$ cat config.mk
export PLATFORM = sky130hd
export DESIGN_NAME = hpd_top
export DESIGN_NICKNAME = d
export VERILOG_FILES = /design/src/core/hpd_pkg.sv /design/src/core/hpd_sync.sv /design/src/core/hpd_fifo.sv /design/src/core/hpd_top.sv
export VERILOG_INCLUDE_DIRS = /design/src /design/src/core
export SDC_FILE = /design/constraint.sdc
export NUM_CORES = 1
export LEC_CHECK = 0
export ABC_CLOCK_PERIOD_IN_PS = 3000
export BUFFER_PORTS_ARGS = -buffer_cell sky130_fd_sc_hd__buf_2
export CORE_UTILIZATION = 50
export CTS_BUF_LIST = sky130_fd_sc_hd__clkbuf_4
export CTS_CLUSTER_DIAMETER = 200
export DETAILED_ROUTE_END_ITERATION = 8
export HOLD_SLACK_MARGIN = 0.02
export PLACE_DENSITY = 0.69
export SYNTH_ARGS = -nofsm -noshare
export SYNTH_HDL_FRONTEND = slang
export SYNTH_SLANG_ARGS = --single-unit
$ cat constraint.sdc
create_clock -name core_clk -period 3 [get_ports core_clk]
set_input_delay 0 -clock core_clk [delete_from_list [all_inputs] [get_ports core_clk]]
set_output_delay 0 -clock core_clk [all_outputs]
set_load 0.02 [all_outputs]
$ cat src/core/hpd_map.svh
// Purpose: offsets, field positions, reset values and codes of the host port
// Assumes: included by bare name from the package file, the checker and the bench
// Notes:   definitions only
`ifndef HPD_MAP_SVH
`define HPD_MAP_SVH

// ----------------------------------------------------------------------
// host-side byte addresses
// ----------------------------------------------------------------------
`define HPD_HA_ICR 3'h0
`define HPD_HA_CVR 3'h1
`define HPD_HA_ISR 3'h2
`define HPD_HA_DHI 3'h5
`define HPD_HA_DMID 3'h6
`define HPD_HA_DLO 3'h7

// ----------------------------------------------------------------------
// field positions
// ----------------------------------------------------------------------
`define HPD_ST_RXFULL 0
`define HPD_ST_TXEMPTY 1
`define HPD_FLAG_LO 3
`define HPD_FLAG_HI 4
`define HPD_ICR_RX_REQUEST_ENABLE 0
`define HPD_ICR_TX_REQUEST_ENABLE 1
`define HPD_CVR_REQ 7

// ----------------------------------------------------------------------
// reset values and widths
// ----------------------------------------------------------------------
`define HPD_WORD_W 24
`define HPD_FIFO_D 4
`define HPD_ICR_RST 5'h00
`define HPD_WORD_RST 24'h000000
`define HPD_VEC_RST 7'h00

// ----------------------------------------------------------------------
// dma request source codes
// ----------------------------------------------------------------------
`define HPD_DRS_RXFULL 5'h13
`define HPD_DRS_TXEMPTY 5'h14

`endif

$ cat src/core/hpd_pkg.sv
// Purpose: types shared by the host port design
// Assumes: hpd_map.svh is on the include path
// Notes:   constants live in the header, types live here
`include "hpd_map.svh"

package hpd_pkg;

  // ----------------------------------------------------------------------
  // host register select
  // ----------------------------------------------------------------------
  typedef enum logic [2:0] {
    HPD_SEL_ICR  = 3'b000,
    HPD_SEL_CVR  = 3'b001,
    HPD_SEL_ISR  = 3'b010,
    HPD_SEL_NONE = 3'b011,
    HPD_SEL_RSV  = 3'b100,
    HPD_SEL_DHI  = 3'b101,
    HPD_SEL_DMID = 3'b110,
    HPD_SEL_DLO  = 3'b111
  } hpd_hsel_t;

endpackage

$ cat src/core/hpd_sync.sv
// Purpose: two flip-flop synchroniser for a group of pin levels
// Assumes: inputs come from outside the core_clk domain
// Notes:   first stage feeds only the second stage
module hpd_sync #(
  parameter int W = 1,
  parameter logic [W-1:0] RST = '0
) (
  input wire logic core_clk,
  input wire logic rst_n,
  input wire logic [W-1:0] pin_in,
  output logic [W-1:0] pin_out
);

  logic [W-1:0] meta_q;
  logic [W-1:0] meta_d;
  logic [W-1:0] sync_q;
  logic [W-1:0] sync_d;

  always_comb begin
    meta_d = rst_n ? pin_in : RST;
    sync_d = rst_n ? meta_q : RST;
  end

  always_ff @(posedge core_clk) begin
    meta_q <= meta_d;
    sync_q <= sync_d;
  end

  assign pin_out = sync_q;

endmodule

$ cat src/core/hpd_fifo.sv
// Purpose: small word buffer with valid and ready on both sides
// Assumes: single clock, synchronous active-low reset
// Notes:   depth must be a power of two
module hpd_fifo #(
  parameter int W = 24,
  parameter int D = 4
) (
  input wire logic core_clk,
  input wire logic rst_n,
  input wire logic in_valid,
  output logic in_ready,
  input wire logic [W-1:0] in_data,
  output logic out_valid,
  input wire logic out_ready,
  output logic [W-1:0] out_data
);

  localparam int AW = $clog2(D);

  logic [W-1:0] mem_q [D];
  logic [W-1:0] mem_d [D];
  logic [AW-1:0] wr_q;
  logic [AW-1:0] wr_d;
  logic [AW-1:0] rd_q;
  logic [AW-1:0] rd_d;
  logic [AW:0] cnt_q;
  logic [AW:0] cnt_d;
  logic push;
  logic pop;

  // room is left while fewer than D words are held
  assign in_ready = (cnt_q < (AW+1)'(D));
  assign out_valid = (cnt_q != '0);
  assign out_data = mem_q[rd_q];
  assign push = in_valid && in_ready;
  assign pop = out_valid && out_ready;

  always_comb begin
    mem_d = mem_q;
    wr_d = wr_q;
    rd_d = rd_q;
    cnt_d = cnt_q;
    if (push) begin
      mem_d[wr_q] = in_data;
      wr_d = wr_q + 1'b1;
    end
    if (pop) begin
      rd_d = rd_q + 1'b1;
    end
    if (push && !pop) begin
      cnt_d = cnt_q + 1'b1;
    end else if (pop && !push) begin
      cnt_d = cnt_q - 1'b1;
    end
    if (!rst_n) begin
      wr_d = '0;
      rd_d = '0;
      cnt_d = '0;
    end
  end

  always_ff @(posedge core_clk) begin
    mem_q <= mem_d;
    wr_q <= wr_d;
    rd_q <= rd_d;
    cnt_q <= cnt_d;
  end

endmodule

$ cat src/core/hpd_top.sv
// Purpose: double-buffered byte-wide host port datapath and handshake
// Assumes: host pins are asynchronous to core_clk; core side is on core_clk
// Notes:   core control and status bits are plain ports
//
// How it works
// - one host address for both data directions
// - port only answers, never masters the bus
// - host bytes move to 4-word buffer when it has room
// - core word moves to host when host read
// - core status: tx empty bit1, rx full bit0
// - host status: tx empty bit1, rx full bit0
// - core flags mirrored to host status 4:3
// - host flags mirrored to core status 4:3
// - enabled status condition raises core interrupt request
// - separate enables for rx, tx, command
// - rx clears on core read, tx on write
// - command vector address is twice the vector
// - interrupt acknowledge clears pending command
// - command interrupt independent of data paths
// - stop mode ignores host strobes and stops data drive; host request pins and buffers keep running
// - dma sources: rx full 10011, tx empty 10100
module hpd_top import hpd_pkg::*; (
  input wire logic core_clk,
  input wire logic rst_n,
  // host pins
  input wire logic host_cs_n,
  input wire logic host_rd_n,
  input wire logic host_wr_n,
  input wire logic [2:0] host_addr,
  input wire logic [7:0] host_data_in,
  output logic [7:0] host_data_out,
  output logic host_data_oe_n,
  output logic host_tx_req_n,
  output logic host_rx_req_n,
  // core control bits
  input wire logic rx_full_irq_enable,
  input wire logic tx_empty_irq_enable,
  input wire logic command_irq_enable,
  input wire logic [1:0] core_to_host_flags,
  input wire logic core_stop,
  // core data access
  input wire logic core_rx_rd,
  output logic [23:0] core_rx_word_reg,
  input wire logic core_tx_wr,
  input wire logic [23:0] core_tx_data,
  // core status and requests
  output logic [4:0] core_stat_reg,
  output logic rx_irq_req,
  output logic tx_irq_req,
  output logic cmd_irq_req,
  output logic [7:0] cmd_vector_addr,
  input wire logic cmd_ack,
  input wire logic [4:0] dma_request_source_field,
  output logic dma_req
);

  // ----------------------------------------------------------------------
  // pin synchronisers
  // ----------------------------------------------------------------------
  logic [13:0] pin_raw;
  logic [13:0] pin_sync;
  logic s_cs_n;
  logic s_rd_n;
  logic s_wr_n;
  logic [2:0] s_addr;
  logic [7:0] s_data;

  assign pin_raw = {host_cs_n, host_rd_n, host_wr_n, host_addr, host_data_in};

  hpd_sync #(
    .W(14),
    .RST(14'h3800)
  ) u_pin_sync (
    .core_clk(core_clk),
    .rst_n(rst_n),
    .pin_in(pin_raw),
    .pin_out(pin_sync)
  );

  assign s_cs_n = pin_sync[13];
  assign s_rd_n = pin_sync[12];
  assign s_wr_n = pin_sync[11];
  assign s_addr = pin_sync[10:8];
  assign s_data = pin_sync[7:0];

  // ----------------------------------------------------------------------
  // host strobe decode
  // ----------------------------------------------------------------------
  logic rd_act;
  logic wr_act;
  logic rd_act_q;
  logic wr_act_q;
  logic [2:0] wadr_q;
  logic [7:0] wdat_q;
  logic [2:0] radr_q;
  logic wr_done;
  logic rd_done;
  hpd_hsel_t wsel;
  hpd_hsel_t rsel;
  hpd_hsel_t cur_sel;

  // in stop mode the pins are treated as idle
  assign rd_act = !core_stop && !s_cs_n && !s_rd_n;
  assign wr_act = !core_stop && !s_cs_n && !s_wr_n;
  // act at the end of each strobe, with values held from its last cycle
  assign wr_done = wr_act_q && !wr_act && !core_stop;
  assign rd_done = rd_act_q && !rd_act && !core_stop;
  assign wsel = hpd_hsel_t'(wadr_q);
  assign rsel = hpd_hsel_t'(radr_q);
  assign cur_sel = hpd_hsel_t'(s_addr);

  // ----------------------------------------------------------------------
  // state
  // ----------------------------------------------------------------------
  logic [4:0] icr_q, icr_d;
  logic [6:0] vec_q, vec_d;
  logic cmd_pend_q, cmd_pend_d;
  logic [23:0] htx_q, htx_d;
  logic htx_full_q, htx_full_d;
  logic [23:0] hrx_q, hrx_d;
  logic hrx_full_q, hrx_full_d;
  logic [23:0] crx_q, crx_d;
  logic crx_full_q, crx_full_d;
  logic [23:0] ctx_q, ctx_d;
  logic ctx_empty_q, ctx_empty_d;
  logic [7:0] dout_q, dout_d;
  logic oe_q, oe_d;
  logic rd_act_d;
  logic wr_act_d;
  logic [2:0] wadr_d;
  logic [7:0] wdat_d;
  logic [2:0] radr_d;

  // ----------------------------------------------------------------------
  // host to core buffer
  // ----------------------------------------------------------------------
  logic fifo_in_ready;
  logic fifo_out_valid;
  logic fifo_out_ready;
  logic [23:0] fifo_out_data;
  logic push;
  logic load_crx;

  // host bytes stay full until the buffer accepts them
  assign push = htx_full_q && fifo_in_ready;
  assign fifo_out_ready = !crx_full_q;
  assign load_crx = fifo_out_valid && fifo_out_ready;

  hpd_fifo #(
    .W(`HPD_WORD_W),
    .D(`HPD_FIFO_D)
  ) u_fifo (
    .core_clk(core_clk),
    .rst_n(rst_n),
    .in_valid(htx_full_q),
    .in_ready(fifo_in_ready),
    .in_data(htx_q),
    .out_valid(fifo_out_valid),
    .out_ready(fifo_out_ready),
    .out_data(fifo_out_data)
  );

  // ----------------------------------------------------------------------
  // status views
  // ----------------------------------------------------------------------
  logic [7:0] isr_val;
  logic xfer_c2h;

  always_comb begin
    isr_val = 8'h00;
    isr_val[`HPD_ST_RXFULL] = hrx_full_q;
    isr_val[`HPD_ST_TXEMPTY] = !htx_full_q;
    isr_val[`HPD_FLAG_HI:`HPD_FLAG_LO] = core_to_host_flags;
    core_stat_reg = 5'h00;
    core_stat_reg[`HPD_ST_RXFULL] = crx_full_q;
    core_stat_reg[`HPD_ST_TXEMPTY] = ctx_empty_q;
    core_stat_reg[`HPD_FLAG_HI:`HPD_FLAG_LO] = icr_q[`HPD_FLAG_HI:`HPD_FLAG_LO];
  end

  // core word goes out only once the host has read the previous one
  assign xfer_c2h = !ctx_empty_q && !hrx_full_q;

  // ----------------------------------------------------------------------
  // next state
  // ----------------------------------------------------------------------
  always_comb begin
    icr_d = icr_q;
    vec_d = vec_q;
    cmd_pend_d = cmd_pend_q;
    htx_d = htx_q;
    htx_full_d = htx_full_q;
    hrx_d = hrx_q;
    hrx_full_d = hrx_full_q;
    crx_d = crx_q;
    crx_full_d = crx_full_q;
    ctx_d = ctx_q;
    ctx_empty_d = ctx_empty_q;
    rd_act_d = rd_act;
    wr_act_d = wr_act;
    wadr_d = wr_act ? s_addr : wadr_q;
    wdat_d = wr_act ? s_data : wdat_q;
    radr_d = rd_act ? s_addr : radr_q;
    oe_d = rd_act;
    dout_d = dout_q;

    // read data follows the address while the strobe stands
    if (rd_act) begin
      case (cur_sel)
        HPD_SEL_ICR: dout_d = {3'h0, icr_q};
        HPD_SEL_CVR: dout_d = {cmd_pend_q, vec_q};
        HPD_SEL_ISR: dout_d = isr_val;
        HPD_SEL_DHI: dout_d = hrx_q[23:16];
        HPD_SEL_DMID: dout_d = hrx_q[15:8];
        HPD_SEL_DLO: dout_d = hrx_q[7:0];
        default: dout_d = 8'h00;
      endcase
    end

    // buffer hand-offs
    if (push) begin
      htx_full_d = 1'b0;
    end
    if (load_crx) begin
      crx_d = fifo_out_data;
      crx_full_d = 1'b1;
    end
    if (xfer_c2h) begin
      hrx_d = ctx_q;
      hrx_full_d = 1'b1;
      ctx_empty_d = 1'b1;
    end

    // host read of the low byte frees the host receive bytes
    // a read of empty bytes must not cancel a word that arrives in the same cycle
    if (rd_done && rsel == HPD_SEL_DLO && hrx_full_q) begin
      hrx_full_d = 1'b0;
    end

    // host writes; the same address loads the transmit bytes
    if (wr_done) begin
      case (wsel)
        HPD_SEL_ICR: icr_d = wdat_q[4:0];
        HPD_SEL_CVR: begin
          vec_d = wdat_q[6:0];
          if (wdat_q[`HPD_CVR_REQ]) begin
            cmd_pend_d = 1'b1;
          end
        end
        HPD_SEL_DHI: htx_d[23:16] = wdat_q;
        HPD_SEL_DMID: htx_d[15:8] = wdat_q;
        HPD_SEL_DLO: begin
          htx_d[7:0] = wdat_q;
          htx_full_d = 1'b1;
        end
        default: icr_d = icr_q;
      endcase
    end

    // core side accesses
    if (core_rx_rd && crx_full_q) begin
      crx_full_d = 1'b0;
    end
    if (core_tx_wr) begin
      ctx_d = core_tx_data;
      ctx_empty_d = 1'b0;
    end

    // acknowledge clears, but a fresh host request in the same cycle wins
    if (cmd_ack && !(wr_done && wsel == HPD_SEL_CVR && wdat_q[`HPD_CVR_REQ])) begin
      cmd_pend_d = 1'b0;
    end

    if (!rst_n) begin
      icr_d = `HPD_ICR_RST;
      vec_d = `HPD_VEC_RST;
      cmd_pend_d = 1'b0;
      htx_d = `HPD_WORD_RST;
      htx_full_d = 1'b0;
      hrx_d = `HPD_WORD_RST;
      hrx_full_d = 1'b0;
      crx_d = `HPD_WORD_RST;
      crx_full_d = 1'b0;
      ctx_d = `HPD_WORD_RST;
      ctx_empty_d = 1'b1;
      rd_act_d = 1'b0;
      wr_act_d = 1'b0;
      wadr_d = 3'h0;
      wdat_d = 8'h00;
      radr_d = 3'h0;
      oe_d = 1'b0;
      dout_d = 8'h00;
    end
  end

  always_ff @(posedge core_clk) begin
    icr_q <= icr_d;
    vec_q <= vec_d;
    cmd_pend_q <= cmd_pend_d;
    htx_q <= htx_d;
    htx_full_q <= htx_full_d;
    hrx_q <= hrx_d;
    hrx_full_q <= hrx_full_d;
    crx_q <= crx_d;
    crx_full_q <= crx_full_d;
    ctx_q <= ctx_d;
    ctx_empty_q <= ctx_empty_d;
    rd_act_q <= rd_act_d;
    wr_act_q <= wr_act_d;
    wadr_q <= wadr_d;
    wdat_q <= wdat_d;
    radr_q <= radr_d;
    oe_q <= oe_d;
    dout_q <= dout_d;
  end

  // ----------------------------------------------------------------------
  // outputs
  // ----------------------------------------------------------------------
  assign host_data_out = dout_q;
  assign host_data_oe_n = !(oe_q && !core_stop);
  assign host_tx_req_n = !(icr_q[`HPD_ICR_TX_REQUEST_ENABLE] && !htx_full_q);
  assign host_rx_req_n = !(icr_q[`HPD_ICR_RX_REQUEST_ENABLE] && hrx_full_q);

  assign core_rx_word_reg = crx_q;
  assign rx_irq_req = rx_full_irq_enable && crx_full_q;
  assign tx_irq_req = tx_empty_irq_enable && ctx_empty_q;
  assign cmd_irq_req = command_irq_enable && cmd_pend_q;
  assign cmd_vector_addr = {vec_q, 1'b0};

  // core-side dma only; host registers are never touched by it
  assign dma_req = (dma_request_source_field == `HPD_DRS_RXFULL && crx_full_q)
                || (dma_request_source_field == `HPD_DRS_TXEMPTY && ctx_empty_q);

endmodule

==> impl_metrics.ini, run 1 <==
[clock_tree]
htreeDepth = 3
cts.reportedPaths.clkPinSlew_ps = 60
clk_latency_ps = 640
cts_resized = 0
cts_made_buffers = 70
cts_sinks = 268
cts_root_buffer = clkbuf_4
cts_tree = yes
postCtsHoldBufs = 87
post_cts_buffers = 0
clk_path_buf_depth = 3

[critical_path]
end_kind = flip-flop
worstPathArrival_ps = 2990
crit_fanout = 21
path_class = flip-flop to flip-flop
cp_data_required_time_ps = 3580
cp-start-kind = flip-flop

[logic_synthesis]
synth.area.top_cells = dfxtp_1 34%, edfxtp_1 28%, mux2i_1 6.3%
synthCells = 829
yosys-top-cells-count = 172 x dfxtp_1, 152 x nand2_1, 96 x edfxtp_1
synth_top_family_by_area = simple AND/OR/NAND/NOR gates
synth_edf_count = 96
yosys.area.top_type = dfxtp_1
async_reset_ff_share_pct = 0
yosys.area_share.simple_pct = 14.42
synth_flop_cell = dfxtp_1
synth_top_cell_area_share_pct = 33.80
muxShareOfSynthArea_pct = 12.48
syn_avg_cell_area_um2 = 12.29
syn-cell-area_um2 = 10190
synth_compound_area_share_pct = 7.087
synth_xor_area_share_pct = 0.4299
synthMostInstantiatedCell = dfxtp_1
synthAdderAreaFrac_pct = 0.8106
netlist-cell-type-count = 48
ys_ff_latch = 268
ys_warn_count = 0
yosysSeqAreaShare_pct = 62.10

[min_path]
hold_path_class = primary input to flip-flop

[finish]
layout-drive-gt1-share_pct = 24.61
nFillCells = 1546
utilization_pct = 64.50
largest_register = u_fifo.mem_q
syn_to_final_growth_pct = 24.85
finish.instance_area_um2 = 12720
fin_cells = 1367
largest_reg_flops = 96
fin_nets = 1112

[drt]
drc = 0
wl_per_cell_um = 14.87
drt-total-wl_um = 20330
via_per_inst = 4.955
drtIter0Drc = 382
vias = 6773
first_pass_iters = 4
ant_nets = 0

[global_routing]
grt_pass1_vias = 6644
grt_first_pass_wirelength_um = 33130
grt-ovfl-total = 0
antenna_found_initial = 1
grt_use_total_pct = 20.74
grt_max_degree = 91

[place]
gp_congestion = 0.8303
placedInstanceArea_um2 = 10910
port_buffers = 103
dp.cells = 1158
hpwl_um = 12330

[pwr]
peakVddDrop_v = 0.0003126
internal_power_uw = 6046
p_switching_uw = 1867
comb_power_share_pct = 10.2
powerDensity_nw_per_um2 = 622.1
report.power.total_uw = 7912
seqPwrFrac_pct = 48.9
switching_share_pct = 23.59
leakage_uw = 0.005011
p_clk_share_pct = 40.9

[floorplan]
die_height_um = 144.7
rows = 51
die_w_um = 144.7
design.core.area_um2 = 19720
start_util_pct = 51.67
io_pins = 106
fp.dieArea_um2 = 20950

[sta]
fin_tns_setup_ps = 0
rsz0062_at_grt = false
hold_violations = 0
setup_viol = 0
finalClockSkew_ps = 20.66
max_slew_margin_pct = 44.13
maxClockFrequency_mhz = 414.5
fin_crit_sh_pct = 80.42
slew_viol_final = 0
fin_crit_ps = 2412
worst-slew-pin-transition_ps = 836.9

[job]
max_cap_viol_count = 0

[status]
outcome = completed
[routing by layer]
layer | routed length [µm] | global-route usage [%] | up-vias
met1 | 9191 | 26.23 | 3198
li1 | - | - | 3382
met3 | 1009 | 5.265 | 23
met4 | 291 | 8.199 | 0
met2 | 9837 | 34.06 | 170
met5 | 0 | 0 | -
[cell families (layout without fill, tap and decap cells)]
family	after synthesis	after routing
simple gates	292	292
flops	268	268
mux	96	96
compound gates	101	101
buf+inv	60	331
other cells	1	3
fa+ha+maj	6	6
xor+xnor	5	5
[cell type report]
class	instances	area [µm²]	share of cell area [%]
Tap cell	265	331.6	2.607
Multi-Input combinational cell	502	3602	28.32
Timing Repair Buffer	205	1501	11.81
Clock inverter	15	140.1	1.102
Inverter	5	18.77	0.1476
Clock buffer	106	795.8	6.257
Sequential cell	268	6326	49.74
Antenna cell	1	2.502	0.01968
[cells in the final DEF (no fill, tap or decap), drive strengths merged, types with 4 or more instances in the layout]
cell type	synthesis	layout
a21boi	64	64
a21oi	6	6
a22o	5	5
and2	38	38
buf	21	118
clkbuf	34	106
clkinv	0	8
dfxtp	172	172
dlygate4sd3	0	87
edfxtp	96	96
ha	5	5
inv	5	8
mux2	8	8
mux2i	64	64
mux4	24	24
nand2	152	152
nand2b	12	12
nand3	6	6
nor2	8	8
nor2b	56	56
nor4	4	4
o21ai	12	12
[stage by stage]
stage	hold WS (ps)	worst slack (ps)
floorplan	82.76	665.7
global placement	183.8	835.6
detailed placement	183.3	786.8
CTS	132.6	608.1
global route	176.3	422.7
finish	187.4	587.5
[power by group through the flow]
stage          Combinational (µW)  Sequential [µW]  Clock, µW
2_1_floorplan                 564             3930          0
3_3_place_gp                  720             3950          0
3_5_place_dp                  729             3950          0
4_1_cts                       826             3870       3350
5_1_grt                       894             3880       3540
6_report                      809             3870       3230
[worst max-delay path, stage by stage, from the launching register on]
cell           delay, ps
dfxtp_1              860
nor2_1               110
a211oi_1             370
nand2_1              220
o21ai_0              240
dlygate4sd3_1        570
[path summary, 6_finish.rpt]
kind,from,end,slack [ps],depth (start not counted)
worst min-delay path,core_rx_rd,crx_full_q,190,4
worst max register to register,u_pin_sync.pin_out[8],host_data_out[4],590,5
worst min register to register,u_pin_sync.meta_q[12],u_pin_sync.pin_out[12],410,1
worst max-delay path,u_pin_sync.pin_out[8],host_data_out[4],590,5
Note: power is estimated with default switching activity, not from simulation.
==> run 2: changes to the inputs <==
--- a/config.mk
+++ b/config.mk
@@ -6,14 +6,14 @@
 export SDC_FILE = /design/constraint.sdc
 export NUM_CORES = 1
 export LEC_CHECK = 0
-export ABC_CLOCK_PERIOD_IN_PS = 3000
+export ABC_CLOCK_PERIOD_IN_PS = 2000
 export BUFFER_PORTS_ARGS = -buffer_cell sky130_fd_sc_hd__buf_2
 export CORE_UTILIZATION = 50
 export CTS_BUF_LIST = sky130_fd_sc_hd__clkbuf_4
 export CTS_CLUSTER_DIAMETER = 200
 export DETAILED_ROUTE_END_ITERATION = 8
 export HOLD_SLACK_MARGIN = 0.02
-export PLACE_DENSITY = 0.69
+export PLACE_DENSITY = 0.72
 export SYNTH_ARGS = -nofsm -noshare
 export SYNTH_HDL_FRONTEND = slang
 export SYNTH_SLANG_ARGS = --single-unit
==> constraint.sdc (replaced) <==
create_clock -name core_clk -period 2 [get_ports core_clk]
set_input_delay 0 -clock core_clk [delete_from_list [all_inputs] [get_ports core_clk]]
set_output_delay 0 -clock core_clk [all_outputs]
set_load 0.02 [all_outputs]
==> run 2 against run 1 <==
  * Flip-flop and latch count stayed put
  * Core utilization is 1.7 points lower
  * Count of clock-buffer cells in the layout shrank 2
  * Sequential power grew 52%
  * Non-clock buffer count is 30 lower
  * Worst hold slack worse by 73 ps
  * Final area shrank 2.6%
  * Power grew 51%
  * Combinational power is 90% higher
  * Routed wire length is 1.7% lower
  * Critical path type unchanged
  * Die area stayed put
==> impl_metrics.ini, run 2 (synthesis results as in run 1) <==
[finish]
largest_reg_flops = 96
fin_nets = 1080
layout-drive-gt1-share_pct = 26.27
fin_cells = 1331
seqCellArea_um2 = 6329
final_cell_mix = 170 x dfxtp_1, 152 x nand2_1, 104 x clkbuf_4, 102 x buf_2, 96 x edfxtp_1
largest_register = u_fifo.mem_q
multi_input_area_um2 = 3631
antenna_cells = 0
syn_to_final_growth_pct = 21.64
final_common_cell = dfxtp_1
nFillCells = 1537

[clock_tree]
cts_sinks = 268
cts_tree = yes
cts_root_buffer = clkbuf_4
htreeDepth = 3
cts.reportedPaths.clkPinSlew_ps = 60
clk_path_buf_depth = 3
clk_latency_ps = 640
cts_made_buffers = 68

[global_routing]
antenna_found_initial = 0
grt_pass1_vias = 6646
use_met2_pct = 35.58
grt_first_pass_wirelength_um = 32400
grt_busiest_layer = met2
met3_usage_pct = 4.936
grtUsageMet1_pct = 23.80
grt_use_total_pct = 20.26
grt-ovfl-total = 0
grt_max_degree = 46

[drt]
drt-total-wl_um = 19990
vias = 6585
drc = 0
via_per_inst = 4.947
first_pass_iters = 5
ant_nets = 0
drtIter0Drc = 246
wl_per_cell_um = 15.02

[pwr]
powerDensity_nw_per_um2 = 962.1
report.power.total_uw = 11920
leakage_uw = 0.004783
peakVddDrop_v = 0.0004939

[sta]
fin_crit_sh_pct = 91.67
whs_ps = 114.2
max_slew_margin_pct = 47.13
worst-slew-pin-transition_ps = 793.0
hold_violations = 0
maxClockFrequency_mhz = 545.5
fin_ws_ps = 166.7
finalClockSkew_ps = 46.03
setup_viol = 0
fin_crit_ps = 1833
rsz0062_at_grt = false
slew_viol_final = 0

[floorplan]
rows = 51
start_util_pct = 51.67
die_w_um = 144.7
fp.dieArea_um2 = 20950
die_height_um = 144.7
design.core.area_um2 = 19720
io_pins = 106

[critical_path]
worstPathArrival_ps = 2410
reg2reg_to = u_fifo.cnt_q[2]
rr_startpoint = htx_full_q
cp_data_required_time_ps = 2570
end_kind = flip-flop
crit_fanout = 4
cp-start-kind = flip-flop
path_class = flip-flop to flip-flop
reg2reg_setup_slack_ps = 170
ff2ff_path_depth = 7

[min_path]
hold_end = u_pin_sync.meta_q[11]
hold_path_class = primary input to flip-flop
hold_start = host_wr_n
hold_depth = 3

[status]
outcome = completed

[job]
max_cap_viol_count = 0

[place]
dp.cells = 1168
dpl_worst_slack_ps = 137.3
gp_congestion = 0.8897
hpwl_um = 12690
port_buffers = 103
run 2: cell count changes in the layout (fill, tap and decap cells not counted), moves of 2 or more:
cell           previous run  this run
dfxtp_1                 172       170
dlygate4sd3_1            87        47
buf_12                    0         4
inv_2                     4         2
buf_4                    16        22
clkinv_1                  7         9
bufinv_16                 3         1
clkbuf_4                106       104
dfxtp_2                   0         2
run 2: worst max path at each step:
stage / start / to / slack (ps) / cells past startpoint
finish: htx_full_q / u_fifo.cnt_q[2] / 170 / 7
global route: htx_full_q / u_fifo.cnt_q[2] / 20 / 7
CTS: u_fifo.cnt_q[1] / u_fifo.cnt_q[2] / 120 / 9
detailed placement: u_fifo.cnt_q[1] / u_fifo.cnt_q[2] / 140 / 9
global placement: u_fifo.cnt_q[1] / u_fifo.cnt_q[2] / 190 / 9
floorplan: u_fifo.cnt_q[1] / u_fifo.cnt_q[2] / -2 / 10
run 2: area by class of cell:
cell class,count,share of cell area (%)
sequential,268,51.07
clock inverter,12,0.6058
inverter,5,0.1515
timing repair buffer,175,9.895
clock buffer,104,6.300
multi-input combinational,502,29.30
tap,265,2.676
run 2: report_power, final:
part	switching [µW]	internal [µW]	total [µW]
Combinational	836	708	1540
Sequential	111	5780	5890
Clock	2010	2490	4490
Total	2950	8970	11900
run 2: timing repair:
action	in CTS	in global routing
hold buffers	47	0
setup buffers	0	0
resized for setup	0	1
endpoints found under the hold margin	98	0
setup endpoints to repair	0	1
run 2: metrics by stage:
stage | utilization (%) | setup TNS (ps) | area, µm²
CTS | 62.81 | 0 | 12390
finish | 62.85 | 0 | 12390
detailed placement | 56.09 | 0 | 11060
global route | 62.85 | 0 | 12390
floorplan | - | -1.559 | 10220
global placement | 56.09 | 0 | 11060
run 2: metal layers:
| layer | part of all wire (%) | vias to the layer above |
|---|---|---|
| met5 | 0 | - |
| met4 | 1.9 | 0 |
| met3 | 5.4 | 32 |
| met2 | 50 | 168 |
| met1 | 43 | 3087 |
| li1 | - | 3298 |
run 2: worst max-delay path, stage by stage, from the launching register on:
cell and delay (ps):
dfxtp_1 360, nor2b_1 280, ha_4 190, inv_1 50, fa_2 330, xor2_1 150
or3_1 310, a21boi_1 120
==> run 3: changes to the inputs <==
--- a/config.mk
+++ b/config.mk
@@ -8,12 +8,15 @@
 export LEC_CHECK = 0
 export ABC_CLOCK_PERIOD_IN_PS = 2000
 export BUFFER_PORTS_ARGS = -buffer_cell sky130_fd_sc_hd__buf_2
-export CORE_UTILIZATION = 50
+export CELL_PAD_IN_SITES_DETAIL_PLACEMENT = 0
+export CELL_PAD_IN_SITES_GLOBAL_PLACEMENT = 1
+export CORE_UTILIZATION = 44
 export CTS_BUF_LIST = sky130_fd_sc_hd__clkbuf_4
 export CTS_CLUSTER_DIAMETER = 200
 export DETAILED_ROUTE_END_ITERATION = 8
 export HOLD_SLACK_MARGIN = 0.02
-export PLACE_DENSITY = 0.72
+export PLACE_DENSITY = 0.86
 export SYNTH_ARGS = -nofsm -noshare
 export SYNTH_HDL_FRONTEND = slang
 export SYNTH_SLANG_ARGS = --single-unit
+export TNS_END_PERCENT = 20
==> run 3 against run 2 <==
  * Sequential power is essentially flat
  * First-iteration DRC count increased by 31%
  * Via count up 2.9%
  * Largest cell class unchanged
==> impl_metrics.ini, run 3 (synthesis results as in run 1) <==
[floorplan]
die_w_um = 154.2
die_height_um = 154.2
fp.dieArea_um2 = 23770
design.core.area_um2 = 22640
io_pins = 106
rows = 55
start_util_pct = 45.00

[finish]
layout-drive-gt1-share_pct = 26.11
multi_input_area_um2 = 3633
seqCellArea_um2 = 6329
utilization_pct = 56.30
final_cell_mix = 170 x dfxtp_1, 152 x nand2_1, 111 x clkbuf_4, 101 x buf_2, 96 x edfxtp_1
syn_to_final_growth_pct = 25.12
largest_reg_flops = 96
final_common_cell = dfxtp_1
largest_register = u_fifo.mem_q
fin_nets = 1109
nFillCells = 1917

[global_routing]
grt-ovfl-total = 0
grt_pass1_vias = 6661
grt_use_total_pct = 17.70
grt_max_degree = 65
antenna_found_initial = 1
grt_first_pass_wirelength_um = 32840

[clock_tree]
cts_made_buffers = 69
cts_sinks = 268
clk_latency_ps = 650
cts_tree = yes
cts.reportedPaths.clkPinSlew_ps = 60
htreeDepth = 3
clk_path_buf_depth = 3
cts_root_buffer = clkbuf_4
post_cts_buffers = 0

[pwr]
comb_power_share_pct = 13.1
internal_power_uw = 9137
seqPwrFrac_pct = 48.5
p_switching_uw = 3000
switching_share_pct = 24.72
leakage_uw = 0.004980
p_clk_share_pct = 38.4
powerDensity_nw_per_um2 = 952.2
peakVddDrop_v = 0.0005198
report.power.total_uw = 12140

[place]
gp_congestion = 0.8543
hpwl_um = 12640
port_buffers = 103
dpl_worst_slack_ps = 117.8

[sta]
slew_viol_final = 0
fin_crit_ps = 1871
hold_violations = 0
setup_viol = 0
whs_ps = 110.6
finalClockSkew_ps = 33.17
max_slew_margin_pct = 57.93
fin_crit_sh_pct = 93.54
fin_ws_ps = 129.1
maxClockFrequency_mhz = 534.5
rsz0062_at_grt = false
worst-slew-pin-transition_ps = 630.1

[drt]
via_per_inst = 4.892
drc = 0
vias = 6776
ant_nets = 0
drt-total-wl_um = 20500
first_pass_iters = 4
wl_per_cell_um = 14.80
drtIter0Drc = 322

[status]
outcome = completed

[critical_path]
path_class = primary input to flip-flop
cp_data_required_time_ps = 2540
worstPathArrival_ps = 2410
crit_fanout = 25
end_kind = flip-flop
cp-start-kind = primary input

[min_path]
hold_path_class = primary input to flip-flop

[job]
max_cap_viol_count = 0
run 3: cell types whose count changed in the layout (fill, tap and decap cells not counted), sizes merged:
cell | previous run | this run
clkinv | 9 | 7
dlygate4sd3 | 47 | 76
buf | 128 | 126
clkbuf | 104 | 111
diode | 0 | 1
inv | 6 | 8
clkinvlp | 1 | 0
run 3: what timing repair did:
| action | in CTS | in global routing |
|---|---|---|
| setup endpoints to repair | 0 | 3 |
| hold endpoints to repair | 144 | 0 |
| resized for setup | 0 | 2 |
| hold buffers | 76 | 0 |
run 3: routing by layer:
metal,vias to the layer above,track usage [%],share of wire [%]
met4,0,7.619,2.0
met2,148,29.26,48
met5,-,0,0
met3,34,4.820,4.7
met1,3226,21.75,45
li1,3368,-,-
run 3: worst paths after layout:
path | start | to | slack [ps] | cells after the start
worst max-delay path | core_tx_wr | ctx_q[3] | 130 | 6
worst min-delay path | host_data_in[6] | u_pin_sync.meta_q[6] | 110 | 3
worst max register to register | u_fifo.cnt_q[1] | u_fifo.cnt_q[2] | 140 | 9
worst min register to register | u_pin_sync.meta_q[13] | u_pin_sync.pin_out[13] | 410 | 1
run 3: area by class of cell:
type                       count  area share, %
inverter                       5         0.1472
antenna                        1        0.01963
sequential                   268          49.65
clock buffer                 110          6.479
timing repair buffer         203          11.86
tap                          285          2.798
multi-input combinational    502          28.51
clock inverter                11         0.5399
run 3: power groups by stage:
stage          Sequential [µW]  Combinational [µW]  Clock (µW)
6_report                  5880                1600        4660
4_1_cts                   5880                1630        4800
3_5_place_dp              6000                1500           0
2_1_floorplan             6040                1060           0
5_1_grt                   5900                1770        5110
3_3_place_gp              6000                1480           0
run 3: critical path: stages:
cell	delay, ps
dlygate4sd3_1	520
clkbuf_4	440
mux2i_1	230
dlygate4sd3_1	570
nor2b_1	50
dlygate4sd3_1	560
run 3: stage by stage:
step,setup TNS [ps],std cells,instance area (µm²)
floorplan,-1.559,830,10220
global placement,0,1187,11080
detailed placement,0,1187,11080
CTS,0,1384,12730
global route,0,1385,12750
finish,0,1385,12750
